## config.mk

```make
export PLATFORM = sky130hd
export DESIGN_NAME = fwsr_host_ctrl
export DESIGN_NICKNAME = d
export VERILOG_FILES = /design/src/core/fwsr_bus_cycle.v /design/src/core/fwsr_host_ctrl.v
export VERILOG_INCLUDE_DIRS = /design/src /design/src/core
export SDC_FILE = /design/constraint.sdc
export NUM_CORES = 1
export LEC_CHECK = 0
export ABC_AREA = 0
export BUFFER_PORTS_ARGS = -buffer_cell sky130_fd_sc_hd__buf_2
export CAP_MARGIN = 25
export CORE_UTILIZATION = 49
export DETAILED_ROUTE_END_ITERATION = 12
export PLACE_DENSITY = 0.7
export REMOVE_ABC_BUFFERS = 1
export SYNTH_ARGS = -nofsm -noshare
export SYNTH_HDL_FRONTEND = slang
export SYNTH_SLANG_ARGS = --single-unit
```

## constraint.sdc

```tcl
create_clock -name sys_clk_in -period 6 [get_ports sys_clk_in]
set_input_delay 1.2 -clock sys_clk_in [delete_from_list [all_inputs] [get_ports sys_clk_in]]
set_output_delay 1.2 -clock sys_clk_in [all_outputs]
set_load 0.01 [all_outputs]
```

## src/core/fwsr_map.vh

```
// Summary of operation
// - After a timeout the host writes reset before any new program or erase.
// - Host reads all data lines twice in a row and compares the toggle bit.
// - Toggle stopped means finished; array data is valid on the next read.
// - Still toggling: check timeout flag, retest toggle, reset if it still toggles.
// - After breaking off, the command ends with the timeout flag set; polling does not restart.
// - Host reads window flag before and after each added sector erase command; the code refuses one unread once its own window timer has run out.
// - Write starts only with chip select and write enable low, output enable high.
// - Each added sector load starts within 50us of the previous write strobe.
`ifndef FWSR_MAP_VH
`define FWSR_MAP_VH

`define FWSR_CLK_NS        25
`define FWSR_T_WP_NS       35
`define FWSR_T_WPH_NS      30
`define FWSR_T_ACC_NS      70
`define FWSR_T_OEH_NS      10
`define FWSR_T_WIN_US      50
`define FWSR_WP_CYC        ((`FWSR_T_WP_NS + `FWSR_CLK_NS - 1) / `FWSR_CLK_NS)
`define FWSR_WPH_CYC       ((`FWSR_T_WPH_NS + `FWSR_CLK_NS - 1) / `FWSR_CLK_NS)
`define FWSR_ACC_CYC       ((`FWSR_T_ACC_NS + `FWSR_CLK_NS - 1) / `FWSR_CLK_NS)
`define FWSR_OEH_CYC       ((`FWSR_T_OEH_NS + `FWSR_CLK_NS - 1) / `FWSR_CLK_NS)
`define FWSR_WIN_CYC       ((`FWSR_T_WIN_US * 1000) / `FWSR_CLK_NS)

`define FWSR_BIT_POLL      7
`define FWSR_BIT_BUSY_TGL  6
`define FWSR_BIT_TIMING    5
`define FWSR_BIT_WINDOW    3
`define FWSR_BIT_SECT_TGL  2

`define FWSR_ADDR_UNLOCK1  20'h0_0555
`define FWSR_ADDR_UNLOCK2  20'h0_02AA
`define FWSR_DAT_UNLOCK1   8'hAA
`define FWSR_DAT_UNLOCK2   8'h55
`define FWSR_DAT_PROG      8'hA0
`define FWSR_DAT_ERASE_SU  8'h80
`define FWSR_DAT_SECT_ERS  8'h30
`define FWSR_DAT_RESET     8'hF0

`define FWSR_OP_READ       3'h0
`define FWSR_OP_PROG       3'h1
`define FWSR_OP_ERASE      3'h2
`define FWSR_OP_ADD_SECT   3'h3
`define FWSR_OP_POLL       3'h4
`define FWSR_OP_RESET      3'h5

`endif

```

## src/core/fwsr_bus_cycle.v

```verilog
`timescale 1ns/10ps
`include "fwsr_map.vh"
module fwsr_bus_cycle #(
  parameter AW      = 20,
  parameter WP_CYC  = `FWSR_WP_CYC,
  parameter WPH_CYC = `FWSR_WPH_CYC,
  parameter ACC_CYC = `FWSR_ACC_CYC,
  parameter OEH_CYC = `FWSR_OEH_CYC
) (
  input  wire          sys_clk_in,     // System clock
  input  wire          sys_rst_in,     // Synchronous reset, high
  input  wire          go_in,          // Start one bus cycle
  input  wire          wr_in,          // 1 write, 0 read
  input  wire [AW-1:0] addr_in,        // Cycle address
  input  wire [7:0]    wdata_in,       // Write data
  output wire          idle_out,       // Ready for go_in
  output reg           done_ff,        // One-cycle pulse at cycle end
  output reg  [7:0]    rdata_ff,       // Captured read data
  output reg  [AW-1:0] flash_addr_out, // Address pins
  output reg  [7:0]    flash_data_out, // Data pins, out
  output reg           flash_data_oe_n_out, // Data drive, low drives
  input  wire [7:0]    flash_data_in,  // Data pins, in
  output reg           flash_ce_n_out, // Chip select
  output reg           flash_we_n_out, // Write enable
  output reg           flash_oe_n_out  // Output enable
);

  localparam S_IDLE = 2'd0;
  localparam S_ACT  = 2'd1;
  localparam S_REC  = 2'd2;

  reg [1:0] state_ff;
  reg [3:0] cnt_ff;
  reg       wr_ff;

  assign idle_out = (state_ff == S_IDLE);

  ////////////////////////////////////////////////////////////////
  always @(posedge sys_clk_in)
  begin
    if (sys_rst_in)
    begin
      state_ff            <= S_IDLE;
      cnt_ff              <= 4'h0;
      wr_ff               <= 1'b0;
      done_ff             <= 1'b0;
      rdata_ff            <= 8'h00;
      flash_addr_out      <= {AW{1'b0}};
      flash_data_out      <= 8'h00;
      flash_data_oe_n_out <= 1'b1;
      flash_ce_n_out      <= 1'b1;
      flash_we_n_out      <= 1'b1;
      flash_oe_n_out      <= 1'b1;
    end
    else
    begin
      done_ff <= 1'b0;
      case (state_ff)
        S_IDLE:
        begin
          if (go_in)
          begin
            state_ff            <= S_ACT;
            wr_ff               <= wr_in;
            flash_addr_out      <= addr_in;
            flash_data_out      <= wdata_in;
            flash_data_oe_n_out <= ~wr_in;
            flash_ce_n_out      <= 1'b0;
            // Output enable held high for the whole write keeps the logical inhibit open
            flash_oe_n_out      <= wr_in;
            flash_we_n_out      <= ~wr_in;
            cnt_ff              <= wr_in ? WP_CYC[3:0] : ACC_CYC[3:0];
          end
        end
        S_ACT:
        begin
          if (cnt_ff <= 4'h1)
          begin
            state_ff <= S_REC;
            if (!wr_ff)
              rdata_ff <= flash_data_in;
            flash_we_n_out <= 1'b1;
            flash_oe_n_out <= 1'b1;
            flash_ce_n_out <= 1'b1;
            cnt_ff         <= wr_ff ? WPH_CYC[3:0] : OEH_CYC[3:0];
          end
          else
            cnt_ff <= cnt_ff - 4'h1;
        end
        S_REC:
        begin
          flash_data_oe_n_out <= 1'b1;
          if (cnt_ff <= 4'h1)
          begin
            state_ff <= S_IDLE;
            done_ff  <= 1'b1;
          end
          else
            cnt_ff <= cnt_ff - 4'h1;
        end
        default:
          state_ff <= S_IDLE;
      endcase
    end
  end

endmodule // fwsr_bus_cycle

```

## src/core/fwsr_host_ctrl.v

```verilog
`timescale 1ns/10ps
`include "fwsr_map.vh"
module fwsr_host_ctrl #(
  parameter AW      = 20,
  parameter WIN_CYC = `FWSR_WIN_CYC
) (
  input  wire          sys_clk_in,          // System clock, 40 MHz
  input  wire          sys_rst_in,          // Synchronous reset, high
  input  wire          cmd_valid_in,        // Command request
  input  wire [2:0]    cmd_op_in,           // Command code
  input  wire [AW-1:0] cmd_addr_in,         // Array or sector address
  input  wire [7:0]    cmd_data_in,         // Program data
  output wire          cmd_ready_out,       // Command accepted when high with valid
  output reg           done_ff,             // One-cycle pulse, command ended
  output reg           ok_ff,               // Command succeeded
  output reg           timeout_ff,          // Operation failed on timing limits
  output reg           rejected_ff,         // Added sector not accepted
  output reg  [7:0]    rd_data_ff,          // Last data read
  output reg           dev_busy_ff,         // Sampled busy pin
  output wire [AW-1:0] flash_addr_out,      // Address pins
  output wire [7:0]    flash_data_out,      // Data pins, out
  output wire          flash_data_oe_n_out, // Data drive, low drives
  input  wire [7:0]    flash_data_in,       // Data pins, in
  output wire          flash_ce_n_out,      // Chip select
  output wire          flash_we_n_out,      // Write enable
  output wire          flash_oe_n_out,      // Output enable
  input  wire          ready_busy_n_in      // Ready/busy pin, low busy
);

  localparam S_IDLE = 3'd0;
  localparam S_WR   = 3'd1;
  localparam S_WRW  = 3'd2;
  localparam S_RD   = 3'd3;
  localparam S_RDW  = 3'd4;
  localparam S_FIN  = 3'd5;

  localparam PH_READ = 3'd0;
  localparam PH_PRE  = 3'd1;
  localparam PH_POST = 3'd2;
  localparam PH_P0   = 3'd3;
  localparam PH_P1   = 3'd4;
  localparam PH_P2   = 3'd5;
  localparam PH_P3   = 3'd6;

  reg [2:0]    state_ff;
  reg [2:0]    op_ff;
  reg [2:0]    phase_ff;
  reg [2:0]    step_ff;
  reg [AW-1:0] addr_ff;
  reg [7:0]    data_ff;
  reg          tgl_ff;
  reg          fail_ff;
  reg [15:0]   win_cnt_ff;
  reg          win_open_ff;

  reg          go;
  reg          wr;
  reg [AW-1:0] bus_addr;
  reg [7:0]    bus_data;
  reg [2:0]    last_step;
  wire         bus_idle;
  wire         bus_done;
  wire [7:0]   bus_rdata;
  wire         rd_tgl;

  assign cmd_ready_out = (state_ff == S_IDLE);
  assign rd_tgl        = bus_rdata[`FWSR_BIT_BUSY_TGL];

  ////////////////////////////////////////////////////////////////
  // Write steps of each command sequence
  always @*
  begin
    bus_addr  = `FWSR_ADDR_UNLOCK1;
    bus_data  = `FWSR_DAT_RESET;
    last_step = 3'd0;
    case (op_ff)
      `FWSR_OP_PROG:
      begin
        last_step = 3'd3;
        case (step_ff)
          3'd0:    bus_data = `FWSR_DAT_UNLOCK1;
          3'd1:
          begin
            bus_addr = `FWSR_ADDR_UNLOCK2;
            bus_data = `FWSR_DAT_UNLOCK2;
          end
          3'd2:    bus_data = `FWSR_DAT_PROG;
          default:
          begin
            bus_addr = addr_ff;
            bus_data = data_ff;
          end
        endcase
      end
      `FWSR_OP_ERASE:
      begin
        last_step = 3'd5;
        case (step_ff)
          3'd0, 3'd3: bus_data = `FWSR_DAT_UNLOCK1;
          3'd1, 3'd4:
          begin
            bus_addr = `FWSR_ADDR_UNLOCK2;
            bus_data = `FWSR_DAT_UNLOCK2;
          end
          3'd2:    bus_data = `FWSR_DAT_ERASE_SU;
          default:
          begin
            bus_addr = addr_ff;
            bus_data = `FWSR_DAT_SECT_ERS;
          end
        endcase
      end
      `FWSR_OP_ADD_SECT:
      begin
        bus_addr = addr_ff;
        bus_data = `FWSR_DAT_SECT_ERS;
      end
      default:
      begin
        bus_addr = `FWSR_ADDR_UNLOCK1;
        bus_data = `FWSR_DAT_RESET;
      end
    endcase
    go = (state_ff == S_WR || state_ff == S_RD) && bus_idle;
    wr = (state_ff == S_WR);
    if (state_ff == S_RD)
      bus_addr = addr_ff;
  end

  ////////////////////////////////////////////////////////////////
  always @(posedge sys_clk_in)
  begin
    if (sys_rst_in)
    begin
      state_ff    <= S_IDLE;
      op_ff       <= `FWSR_OP_READ;
      phase_ff    <= PH_READ;
      step_ff     <= 3'd0;
      addr_ff     <= {AW{1'b0}};
      data_ff     <= 8'h00;
      tgl_ff      <= 1'b0;
      fail_ff     <= 1'b0;
      done_ff     <= 1'b0;
      ok_ff       <= 1'b0;
      timeout_ff  <= 1'b0;
      rejected_ff <= 1'b0;
      rd_data_ff  <= 8'h00;
      dev_busy_ff <= 1'b0;
      win_cnt_ff  <= 16'h0000;
      win_open_ff <= 1'b0;
    end
    else
    begin
      done_ff     <= 1'b0;
      dev_busy_ff <= ~ready_busy_n_in;
      // Loading window restarted when each write cycle of an erase or added sector command ends
      // The write has finished when the bus reports done, so the state is already the wait state
      if (bus_done && (state_ff == S_WRW) && (op_ff == `FWSR_OP_ERASE || op_ff == `FWSR_OP_ADD_SECT))
      begin
        win_cnt_ff  <= 16'h0000;
        win_open_ff <= 1'b1;
      end
      else if (win_cnt_ff >= WIN_CYC[15:0] - 16'h0001)
        win_open_ff <= 1'b0;
      else
        win_cnt_ff <= win_cnt_ff + 16'h0001;
      case (state_ff)
        S_IDLE:
        begin
          if (cmd_valid_in)
          begin
            op_ff       <= cmd_op_in;
            addr_ff     <= cmd_addr_in;
            data_ff     <= cmd_data_in;
            step_ff     <= 3'd0;
            fail_ff     <= 1'b0;
            ok_ff       <= 1'b0;
            timeout_ff  <= 1'b0;
            rejected_ff <= 1'b0;
            case (cmd_op_in)
              `FWSR_OP_READ:
              begin
                phase_ff <= PH_READ;
                state_ff <= S_RD;
              end
              `FWSR_OP_POLL:
              begin
                // Every poll begins with the two-read step
                phase_ff <= PH_P0;
                state_ff <= S_RD;
              end
              `FWSR_OP_ADD_SECT:
              begin
                if (win_open_ff)
                begin
                  phase_ff <= PH_PRE;
                  state_ff <= S_RD;
                end
                else
                begin
                  rejected_ff <= 1'b1;
                  state_ff    <= S_FIN;
                end
              end
              default:
                state_ff <= S_WR;
            endcase
          end
        end
        S_WR:
          if (bus_idle)
            state_ff <= S_WRW;
        S_WRW:
        begin
          if (bus_done)
          begin
            if (step_ff != last_step)
            begin
              step_ff  <= step_ff + 3'd1;
              state_ff <= S_WR;
            end
            else if (op_ff == `FWSR_OP_PROG)
            begin
              phase_ff <= PH_P0;
              state_ff <= S_RD;
            end
            else if (op_ff == `FWSR_OP_ADD_SECT)
            begin
              phase_ff <= PH_POST;
              state_ff <= S_RD;
            end
            else
            begin
              ok_ff      <= ~fail_ff;
              timeout_ff <= fail_ff;
              state_ff   <= S_FIN;
            end
          end
        end
        S_RD:
          if (bus_idle)
            state_ff <= S_RDW;
        S_RDW:
        begin
          if (bus_done)
          begin
            rd_data_ff <= bus_rdata;
            state_ff   <= S_RD;
            case (phase_ff)
              PH_PRE:
              begin
                if (bus_rdata[`FWSR_BIT_WINDOW])
                begin
                  rejected_ff <= 1'b1;
                  state_ff    <= S_FIN;
                end
                else
                  state_ff <= S_WR;
              end
              PH_POST:
              begin
                rejected_ff <= bus_rdata[`FWSR_BIT_WINDOW];
                ok_ff       <= ~bus_rdata[`FWSR_BIT_WINDOW];
                state_ff    <= S_FIN;
              end
              PH_P0, PH_P2:
              begin
                tgl_ff   <= rd_tgl;
                phase_ff <= phase_ff + 3'd1;
              end
              PH_P1:
              begin
                if (rd_tgl == tgl_ff)
                begin
                  ok_ff    <= 1'b1;
                  state_ff <= S_FIN;
                end
                else if (bus_rdata[`FWSR_BIT_TIMING])
                  phase_ff <= PH_P2;
                else
                  phase_ff <= PH_P0;
              end
              PH_P3:
              begin
                if (rd_tgl == tgl_ff)
                begin
                  ok_ff    <= 1'b1;
                  state_ff <= S_FIN;
                end
                else
                begin
                  // Failed operation: reset is written before anything else can start
                  fail_ff  <= 1'b1;
                  op_ff    <= `FWSR_OP_RESET;
                  step_ff  <= 3'd0;
                  state_ff <= S_WR;
                end
              end
              default:
              begin
                ok_ff    <= 1'b1;
                state_ff <= S_FIN;
              end
            endcase
          end
        end
        S_FIN:
        begin
          done_ff  <= 1'b1;
          state_ff <= S_IDLE;
        end
        default:
          state_ff <= S_IDLE;
      endcase
    end
  end

  ////////////////////////////////////////////////////////////////
  fwsr_bus_cycle #(
    .AW (AW)
  ) u_bus (
    .sys_clk_in          (sys_clk_in),
    .sys_rst_in          (sys_rst_in),
    .go_in               (go),
    .wr_in               (wr),
    .addr_in             (bus_addr),
    .wdata_in            (bus_data),
    .idle_out            (bus_idle),
    .done_ff             (bus_done),
    .rdata_ff            (bus_rdata),
    .flash_addr_out      (flash_addr_out),
    .flash_data_out      (flash_data_out),
    .flash_data_oe_n_out (flash_data_oe_n_out),
    .flash_data_in       (flash_data_in),
    .flash_ce_n_out      (flash_ce_n_out),
    .flash_we_n_out      (flash_we_n_out),
    .flash_oe_n_out      (flash_oe_n_out)
  );

endmodule // fwsr_host_ctrl

```

# After elaboration in Yosys (flattened, before gate mapping)
# Index checks and enable logic that the tools add are counted.
totals:
  ff_bits: 120
  latch_bits: 0
  ramBits: 0
  romBits: 0
  input_bits: 43
  output_inout_bits: 46
  wordCells: 223
  mem_count: 0
classes:
  addsub: 4
  multipliers: 0
  div: 0
  order_cmp: 2
  eq_ne: 48
  shift: 0
  muxes: 94
  bitwise_logic: 6
  reduce_logical: 42
ops:
  columns: ["op", "count"]
  rows:
  - ["3-bit 2-to-1 mux", 31]
  - ["20-bit one-hot mux with 2 select lines", 2]
  - ["8-bit one-hot mux with 3 select lines", 3]
  - ["20-bit one-hot mux with 3 select lines", 1]
  - ["1-bit 2-to-1 mux", 28]
  - ["3-bit by 2-bit equality test with 1-bit output, second input constant", 9]
  - ["3-bit one-hot mux with 3 select lines", 3]
  - ["3-bit one-hot mux with 2 select lines", 4]
  - ["2-bit != test, second input constant", 11]
  - ["3-bit equality test, second input constant", 7]
  - ["20-bit 2-to-1 mux", 1]
  - ["16-bit by 1-bit adder with 16-bit output, second input constant", 1]
  - ["16-bit by 11-bit greater-or-equal comparator with 1-bit output, second input constant", 1]
  - ["1-bit one-hot mux with 2 select lines", 8]
  - ["2-bit OR reduction", 8]
  - ["3-bit one-hot mux with 5 select lines", 1]
  - ["3-bit AND reduction", 5]
  - ["5-bit AND reduction", 3]
  - ["3-bit by 1-bit equality test with 1-bit output, second input constant", 4]
  - ["4-bit 2-to-1 mux", 3]
  - ["3-bit one-hot mux with 4 select lines", 1]
  - ["4-bit one-hot mux with 3 select lines", 1]
  - ["2-bit by 1-bit != test with 1-bit output, second input constant", 5]
  - ["10-bit AND reduction", 1]
  - ["other kinds (26)", 54]

# Longest topological paths before layout
# Gate-level depths: netlist of the first run.
logic_depth:
  word_depth: 6
  mapped_depth: 9
  ltp_nobuf: 7

# Cells and area by module
# From an unflattened synthesis of the first run, not the netlist that was laid out.
unflattened:
  cells_unflattened: 732
  area_unflattened_um2: 5834.3
by_module_without_submodules:
  columns: ["module", "n_inst", "cells_per_inst", "area_each_um2", "seq_area_each_um2"]
  rows:
  - ["fwsr_host_ctrl", 1, 500, 3849.9, 1441.4]
  - ["fwsr_bus_cycle", 1, 232, 1984.4, 960.9]

# Worst setup path after synthesis of the first run
# OpenSTA, ideal clock, no wires.
synth_path:
  kind: "in2reg"
  from: "input port cmd_valid_in"
  to: "register phase_ff[2]"
  setup_ns: 0.121
  arrival_time_ns: 2.280
  t_required_ns: 5.879
  setup_slack_ns: 3.599
  cell_stages: 6
  path_buffers: 1
  path_cell_list: "mux2i_4 -> o21ai_4 -> and2_4 -> buf_6 -> o2111ai_1 -> mux2_2"
synth_between:
  elab_chain_len: 2
synth_rtl:
  columns: ["element", "line", "source"]
  rows:
  - ["start: declaration", "fwsr_host_ctrl.v:9", "input wire cmd_valid_in,"]
  - ["2-bit != test (no source line)", null, null]
  - ["10-bit AND reduction (no source line)", null, null]
  - ["end signal: assignment", "fwsr_host_ctrl.v:269", "phase_ff <= phase_ff + 3'd1;"]
  - ["end: declaration", "fwsr_host_ctrl.v:47", "reg [2:0] phase_ff;"]
# No other way between the ends.
# A chain may end at the register's enable or synchronous reset.

# Worst setup path in the final report of the first run
layout_path:
  from: "register state_ff[1]"
  to: "output port cmd_ready_out"
layout_between:
  elab_chain_len: 1
layout_rtl:
  columns: ["element", "line", "source"]
  rows:
  - ["start: declaration", "fwsr_host_ctrl.v:45", "reg [2:0] state_ff;"]
  - ["start signal: assignment", "fwsr_host_ctrl.v:135", "state_ff <= S_IDLE;"]
  - ["start signal: assignment", "fwsr_host_ctrl.v:184", "state_ff <= S_RD;"]
  - ["start signal: assignment", "fwsr_host_ctrl.v:190", "state_ff <= S_RD;"]
  - ["3-bit logical NOT", "fwsr_host_ctrl.v:66", "assign cmd_ready_out = (state_ff == S_IDLE);"]
  - ["end: declaration", "fwsr_host_ctrl.v:13", "output wire cmd_ready_out,"]
# No other way between the ends.

==> summary.md, run 1 <==
| Metric | Value |
|---|---|
| Status | finished clean |
| First drt pass iteration count | 5 |
| CTS buffer count | 17 |
| Worst-path clk slew | 0.05 ns |
| R2r setup slk | 3.24 ns |
| Crit. End Element | primary output |
| Fin nets | 829 |
| Post-route clock skew | 0.00924 ns |
| Congestion Overflow GR | 0 |
| Fmax | 340 MHz |
| Netlist cell types | 69 |
| Startpoint type of the worst setup path | register |
| Main synth FF type | dfxtp_1 |
| Chip Width | 110 um |
| Combinational Power Share | 31.5% |
| Synth area leader | dfxtp_1 |
| DRC viols | 0 |
| Num ports | 89 |
| Setup Crit Path Kind | register to primary output |
| Sinks on Clock Net | 120 |
| Leakage power total | 0.00273 uW |
| Final hold vios | 0 |
| CTS Buffer Depth | 2 |
| Largest net degree at the start of global routing | 94 |
| Vias in the first global route | 4,724 |
| Number of fill cells in the layout | 1,059 |
| Worst-Margin Slew | 0.998 ns |
| Antenna violations before repair | 0 |
| Post-CTS setup buffers | 0 |
| Initial DRC count | 349 |
| Clock power frac | 31.9% |
| Sequential Power Share | 36.6% |
| Post-CTS Resized | 0 |
| Number of core rows | 39 |
| # diodes | 0 |
| Min-delay worst type | register to register |
| Fraction of registers with async set/reset | 0% |
| Synth warn | 0 |
| # H-tree levels | 4 |
| Final Critical Period | 2.94 ns |
| DPL Wire Length | 9370 um |
| Synth Register Bits | 120 |
| WP data arrival | 1.74 ns |
| RePlAce Congestion | 0.879 |
| Final core occ | 59.4% |
| Seq/Total Area, Yosys | 41.8% |
| Setup-failing EPs final | 0 |
| Power Dens Cells | 430 nW/um2 |
| GRT Overall Usage | 24.0% |
| Via Count | 5,281 |
| CP max FO | 20 |
| Highest metal used | met4 |
| Max-slew violations | 0 |
| Top cell type's share of synthesized area | 41.8% |
| EDFF count, synth | 0 |
| Max cap viols | 0 |
| Die area | 12,200 um2 |
| Met1 Wirelength | 6330 um |
| Worst vdd ir | 0.000255 V |
| Drt total wl | 13,900 um |
| Later-pin clock latency in the skew report | 0.42 ns |
| Setup TNS | 0 ns |
| CTS tree | done |
| Cell internal pwr | 1890 uW |
| Sw Ratio | 35.1% |
| ANT nets after route | 0 |
| Gate Count Post-Synth | 702 |
| First-pass GRT wire length | 22,500 um |
| Rel. slew slack | 33.1% |
| Initial Util | 50.4% |
| P&R area growth vs syn | 18.0% |
| Via-per-instance ratio | 5.73 |
| Period Utilization, post-route | 49.0% |
| Psw | 1020 uW |
| Die height | 110 um |
| Met2 Routed Length | 6420 um |
| Port Buffers | 88 |
| Post-CTS Hold Fix Bufs | 0 |
| Syn Std Cell Area | 5750 um2 |
| Fraction of layout cells with a size suffix above 1 | 17.2% |
| Core area | 11,400 um2 |
| RSZ-0062 raised after global routing | false |
| Area contributors post-synth | dfxtp_1 42%, nand2_1 7.4%, a21oi_1 6.5% |
| Met3 routed WL | 852 um |
| WL/cell | 15.1 um |
| Mean Syn Cell Area | 8.19 um2 |
| Clock root cell | clkbuf_16 |
| Critical Path RT | 4.80 ns |
[flip-flops by register name (all words and copies together) (netlist names), 4 cells and up]
register	cells
win_cnt_ff	16
addr_ff	20
u_bus.cnt_ff	4
u_bus.rdata_ff	8
u_bus.flash_data_out	8
rd_data_ff	8
data_ff	8
u_bus.flash_addr_out	20
[synthesized netlist by cell type (all sizes together) (13+ instances only)]
cell	number
a21oi	75
a22oi	15
buf	18
mux2i	16
dfxtp	120
inv	19
clkbuf	25
and2	13
o21ai	38
nand2	113
ha	16
nor2	73
[layer usage]
layer  up-vias  track usage, %
met2       188            36.9
met1      2440            31.8
met4         0            12.2
met5         -               0
li1       2621               -
met3        32            5.11
[placed cells by master, fill, tap and decap left out, types with 4 or more instances in the layout]
cell | synthesis | routed
nand3_1 | 8 | 8
a221oi_1 | 6 | 6
and2_1 | 12 | 12
o31ai_1 | 5 | 5
dfxtp_1 | 120 | 120
or3_1 | 5 | 5
buf_2 | 13 | 88
o21ai_0 | 37 | 37
xor2_1 | 7 | 7
nand2_1 | 113 | 113
a21oi_1 | 75 | 75
o21bai_1 | 5 | 5
mux2i_1 | 15 | 15
nor2b_1 | 6 | 6
o211a_1 | 4 | 4
o211ai_1 | 8 | 8
nor3_1 | 11 | 11
clkbuf_16 | 0 | 17
and3_1 | 5 | 5
a22oi_1 | 15 | 15
nor2_1 | 73 | 73
a211oi_1 | 10 | 10
clkbuf_8 | 0 | 4
nand4_1 | 11 | 11
nand3b_1 | 5 | 5
ha_1 | 16 | 16
nand2b_1 | 6 | 6
inv_1 | 19 | 19
xnor2_1 | 4 | 4
[power by group through the flow]
stage	Sequential (uW)	Combinational, uW	Clock, uW
finish	1070	919	930
global route	1090	1010	979
CTS	1060	895	942
detailed placement	1080	888	0
global placement	1070	852	0
floorplan	1070	596	0
[cell type report]
class	count	area [um2]	area share [%]
clock buffers	24	492	7.25
multi-input cells	519	3080	45.4
clock inverters	4	45.0	0.664
inverters	20	75.1	1.11
flip-flops and latches	120	2400	35.4
well taps	143	179	2.64
repair buffers	92	510	7.53
[worst max-delay path, cell delays in order (launching register included)]
cell and delay, ns:
dfxtp_1 0.56, nor3_1 0.52, buf_2 0.24
[final timing paths]
path / start / endpoint / depth (start not counted)
setup reg to reg: step_ff[0] / u_bus.flash_addr_out[9] / 7
hold / removal: u_bus.rdata_ff[7] / rd_data_ff[7] / 2
hold reg to reg: u_bus.rdata_ff[7] / rd_data_ff[7] / 2
setup / recovery: state_ff[1] / cmd_ready_out / 2
[per-stage QoR]
stage | total power [uW] | worst slack, ns | hold slack, ns | instances | instance area (um2)
3_3_place_gp | 1920 | 3.19 | 0.437 | 892 | 6190
4_1_cts | 2900 | 3.07 | 0.452 | 921 | 6760
6_report | 2910 | 3.06 | 0.450 | 922 | 6780
2_1_floorplan | 1660 | 3.66 | 0.425 | 659 | 5550
5_1_grt | 3080 | 2.91 | 0.470 | 922 | 6780
3_5_place_dp | 1970 | 3.27 | 0.445 | 893 | 6220
[logic make-up (layout without fill, tap and decap cells)]
group	after synthesis	in the layout	share of synthesized area, %
buf+inv	63	140	4.74
xor+xnor	11	11	1.68
simple gates	277	277	22.8
flops	120	120	41.8
fa+ha+maj	16	16	3.48
compound gates	197	197	22.2
mux	18	18	3.39
No activity file was read; power rests on OpenSTA's default activity.
==> run 2, diff against run 1 <==
==> constraint.sdc (replaced) <==
create_clock -name sys_clk_in -period 2.8 [get_ports sys_clk_in]
set_input_delay 0.56 -clock sys_clk_in [delete_from_list [all_inputs] [get_ports sys_clk_in]]
set_output_delay 0.56 -clock sys_clk_in [all_outputs]
set_load 0.01 [all_outputs]
==> run 2 against run 1 <==
Against the previous run:
- worst hold slack lost 0.17 ns
- register-to-register slack lost 2.9 ns
- routed wire length grew 0.21%
- cell count grew 0.98%
- combinational power grew 110%
- cell area grew 1.9%
- die area is the same
- largest power group is now clock
==> summary.md, run 2 (synthesis results as in run 1) <==
| Metric | Value |
|---|---|
| Largest registers | addr_ff x20, u_bus.flash_addr_out x20, win_cnt_ff x16 |
| Critical Path RT | 3.10 ns (-1.70 ns) |
| Final Critical Period | 2.48 ns |
| Crit. End Element | register |
| RR Startpoint | step_ff[0] |
| Drt total wl | 14,000 um (+0.21%) |
| Post-route clock skew | 0.00519 ns (-0.00405 ns) |
| # diodes | 0 (unchanged) |
| RePlAce Congestion | 0.930 (+5.8%) |
| Number of fill cells in the layout | 1,029 (-2.8%) |
| RSZ-0062 raised after global routing | false |
| DPL Wire Length | 9700 um (+3.6%) |
| Post-DP Area | 6240 um2 (+0.40%) |
| Leakage power total | 0.00278 uW (+2.1%) |
| Design area | 6910 um2 (+1.9%) |
| Setup-failing EPs final | 0 (unchanged) |
| Largest net degree at the start of global routing | 43 (-54%) |
| Congestion Overflow GR | 0 (unchanged) |
| Startpoint type of the worst setup path | register |
| Via-per-instance ratio | 5.66 (-1.2%) |
| Core area | 11,400 um2 (unchanged) |
| Later-pin clock latency in the skew report | 0.42 ns (about the same) |
| Clock root cell | clkbuf_16 |
| Antenna violations before repair | 0 (unchanged) |
| P&R area growth vs syn | 20.2% |
| First drt pass iteration count | 5 (unchanged) |
| Worst Setup EP | u_bus.flash_addr_out[10] |
| First-pass GRT wire length | 23,000 um (+2.1%) |
| CP startpoint | step_ff[0] |
| # H-tree levels | 4 (unchanged) |
| Rel. slew slack | 37.9% (+4.8 points) |
| Final hold vios | 0 (unchanged) |
| Max-slew violations | 0 (unchanged) |
| Status | finished clean |
| Worst-path clk slew | 0.05 ns (about the same) |
| WP data arrival | 2.77 ns (+1.03 ns) |
| Post-CTS Hold Fix Bufs | 0 (unchanged) |
| CP max FO | 12 (-40%) |
| Setup TNS | 0 ns (unchanged) |
| Sequential Area | 2400 um2 (unchanged) |
| Via Count | 5,267 (-0.27%) |
| GRT Overall Usage | 24.5% (+0.41 points) |
| Initial DRC count | 415 (+19%) |
| Worst-Margin Slew | 0.927 ns (-0.0718 ns) |
| Setup Crit Path Kind | register to register |
| Port Buffers | 88 (unchanged) |
| Period Utilization, post-route | 88.4% |
| Worst Reg-to-Reg Cells | 7 (unchanged) |
| Area of the multi-input gates | 3080 um2 (+0.12%) |
| Num ports | 89 (unchanged) |
| DRC viols | 0 (unchanged) |
| Fmax | 404 MHz |
| Post-CTS setup buffers | 0 (unchanged) |
| WL/cell | 15.0 um (-0.76%) |
| Worst vdd ir | 0.000530 V (+110%) |
| CTS buffer count | 17 (unchanged) |
| Hold slack final | 0.285 ns (-0.165 ns) |
| Post-CTS Resized | 0 (unchanged) |
| Max cap viols | 0 (unchanged) |
| CTS Buffer Depth | 2 (unchanged) |
| Initial Util | 50.4% (unchanged) |
| Chip Width | 110 um (unchanged) |
| CTS tree | done |
| WHS Path Cells | 2 (unchanged) |
| ANT nets after route | 0 (unchanged) |
| Most frequent cells in the layout | 120 x dfxtp_1, 113 x nand2_1, 88 x buf_2 |
| Fin nets | 834 (+0.60%) |
| Vias in the first global route | 4,877 (+3.2%) |
| Number of core rows | 39 (unchanged) |
| Sinks on Clock Net | 120 (unchanged) |
| Power Dens Cells | 961 nW/um2 (+120%) |
| Min-delay worst type | input pin to register |
| Total power | 6640 uW (+130%) |
| Most common cell after layout, fill and taps aside | dfxtp_1 |
| Fraction of layout cells with a size suffix above 1 | 18.5% (+1.3 points) |
| Die height | 110 um (unchanged) |
| R2r setup slk | 0.32 ns (-2.92 ns) |
| Die area | 12,200 um2 (unchanged) |
| Reg2Reg Capture Point | u_bus.flash_addr_out[10] |
[run 2: worst min path at each step]
| stage | to | start |
|---|---|---|
| 3_5_place_dp | win_cnt_ff[14] | win_cnt_ff[14] |
| 4_1_cts | dev_busy_ff | ready_busy_n_in |
| 2_1_floorplan | rd_data_ff[0] | u_bus.rdata_ff[0] |
| 5_1_grt | dev_busy_ff | ready_busy_n_in |
| 6_report | dev_busy_ff | ready_busy_n_in |
| 3_3_place_gp | rd_data_ff[1] | u_bus.rdata_ff[1] |
[run 2: power by group]
| part | switching [uW] | total, uW | internal [uW] |
|---|---|---|---|
| Combinational | 1210 | 1940 | 737 |
| Sequential | 274 | 2280 | 2000 |
| Clock | 771 | 2420 | 1650 |
| Total | 2250 | 6640 | 4390 |
[run 2: per-stage QoR]
stage,cells,setup WS (ns),util [%]
floorplan,659,0.596,-
global placement,899,0.444,54.7
detailed placement,899,0.317,54.7
CTS,931,0.255,60.5
global route,931,0.144,60.5
finish,931,0.324,60.5
[run 2: final cells by class]
cell class                      count  share of cell area [%]
Inverter                           20                    1.09
Tap cell                          143                    2.59
Timing Repair Buffer               97                    7.35
Multi-Input combinational cell    519                    44.6
Clock buffer                       21                    6.81
Clock inverter                     11                    2.81
Sequential cell                   120                    34.8
[run 2: layer usage]
| layer | up-vias | part of all wire [%] | track usage, % | routed length [um] |
|---|---|---|---|---|
| met3 | 18 | 5.1 | 6.00 | 709 |
| met5 | - | 0 | 0 | 0 |
| met4 | 0 | 1.3 | 9.12 | 186 |
| met2 | 151 | 47 | 38.9 | 6540 |
| met1 | 2469 | 47 | 32.0 | 6540 |
| li1 | 2629 | - | - | - |
[run 2: critical path, stage by stage (launching register included)]
cell and delay, ns:
dfxtp_1 0.54, inv_1 0.17, ha_1 0.32, or4b_2 0.67
a21oi_1 0.24, o21ai_0 0.11, o211ai_1 0.20, o21ai_0 0.11
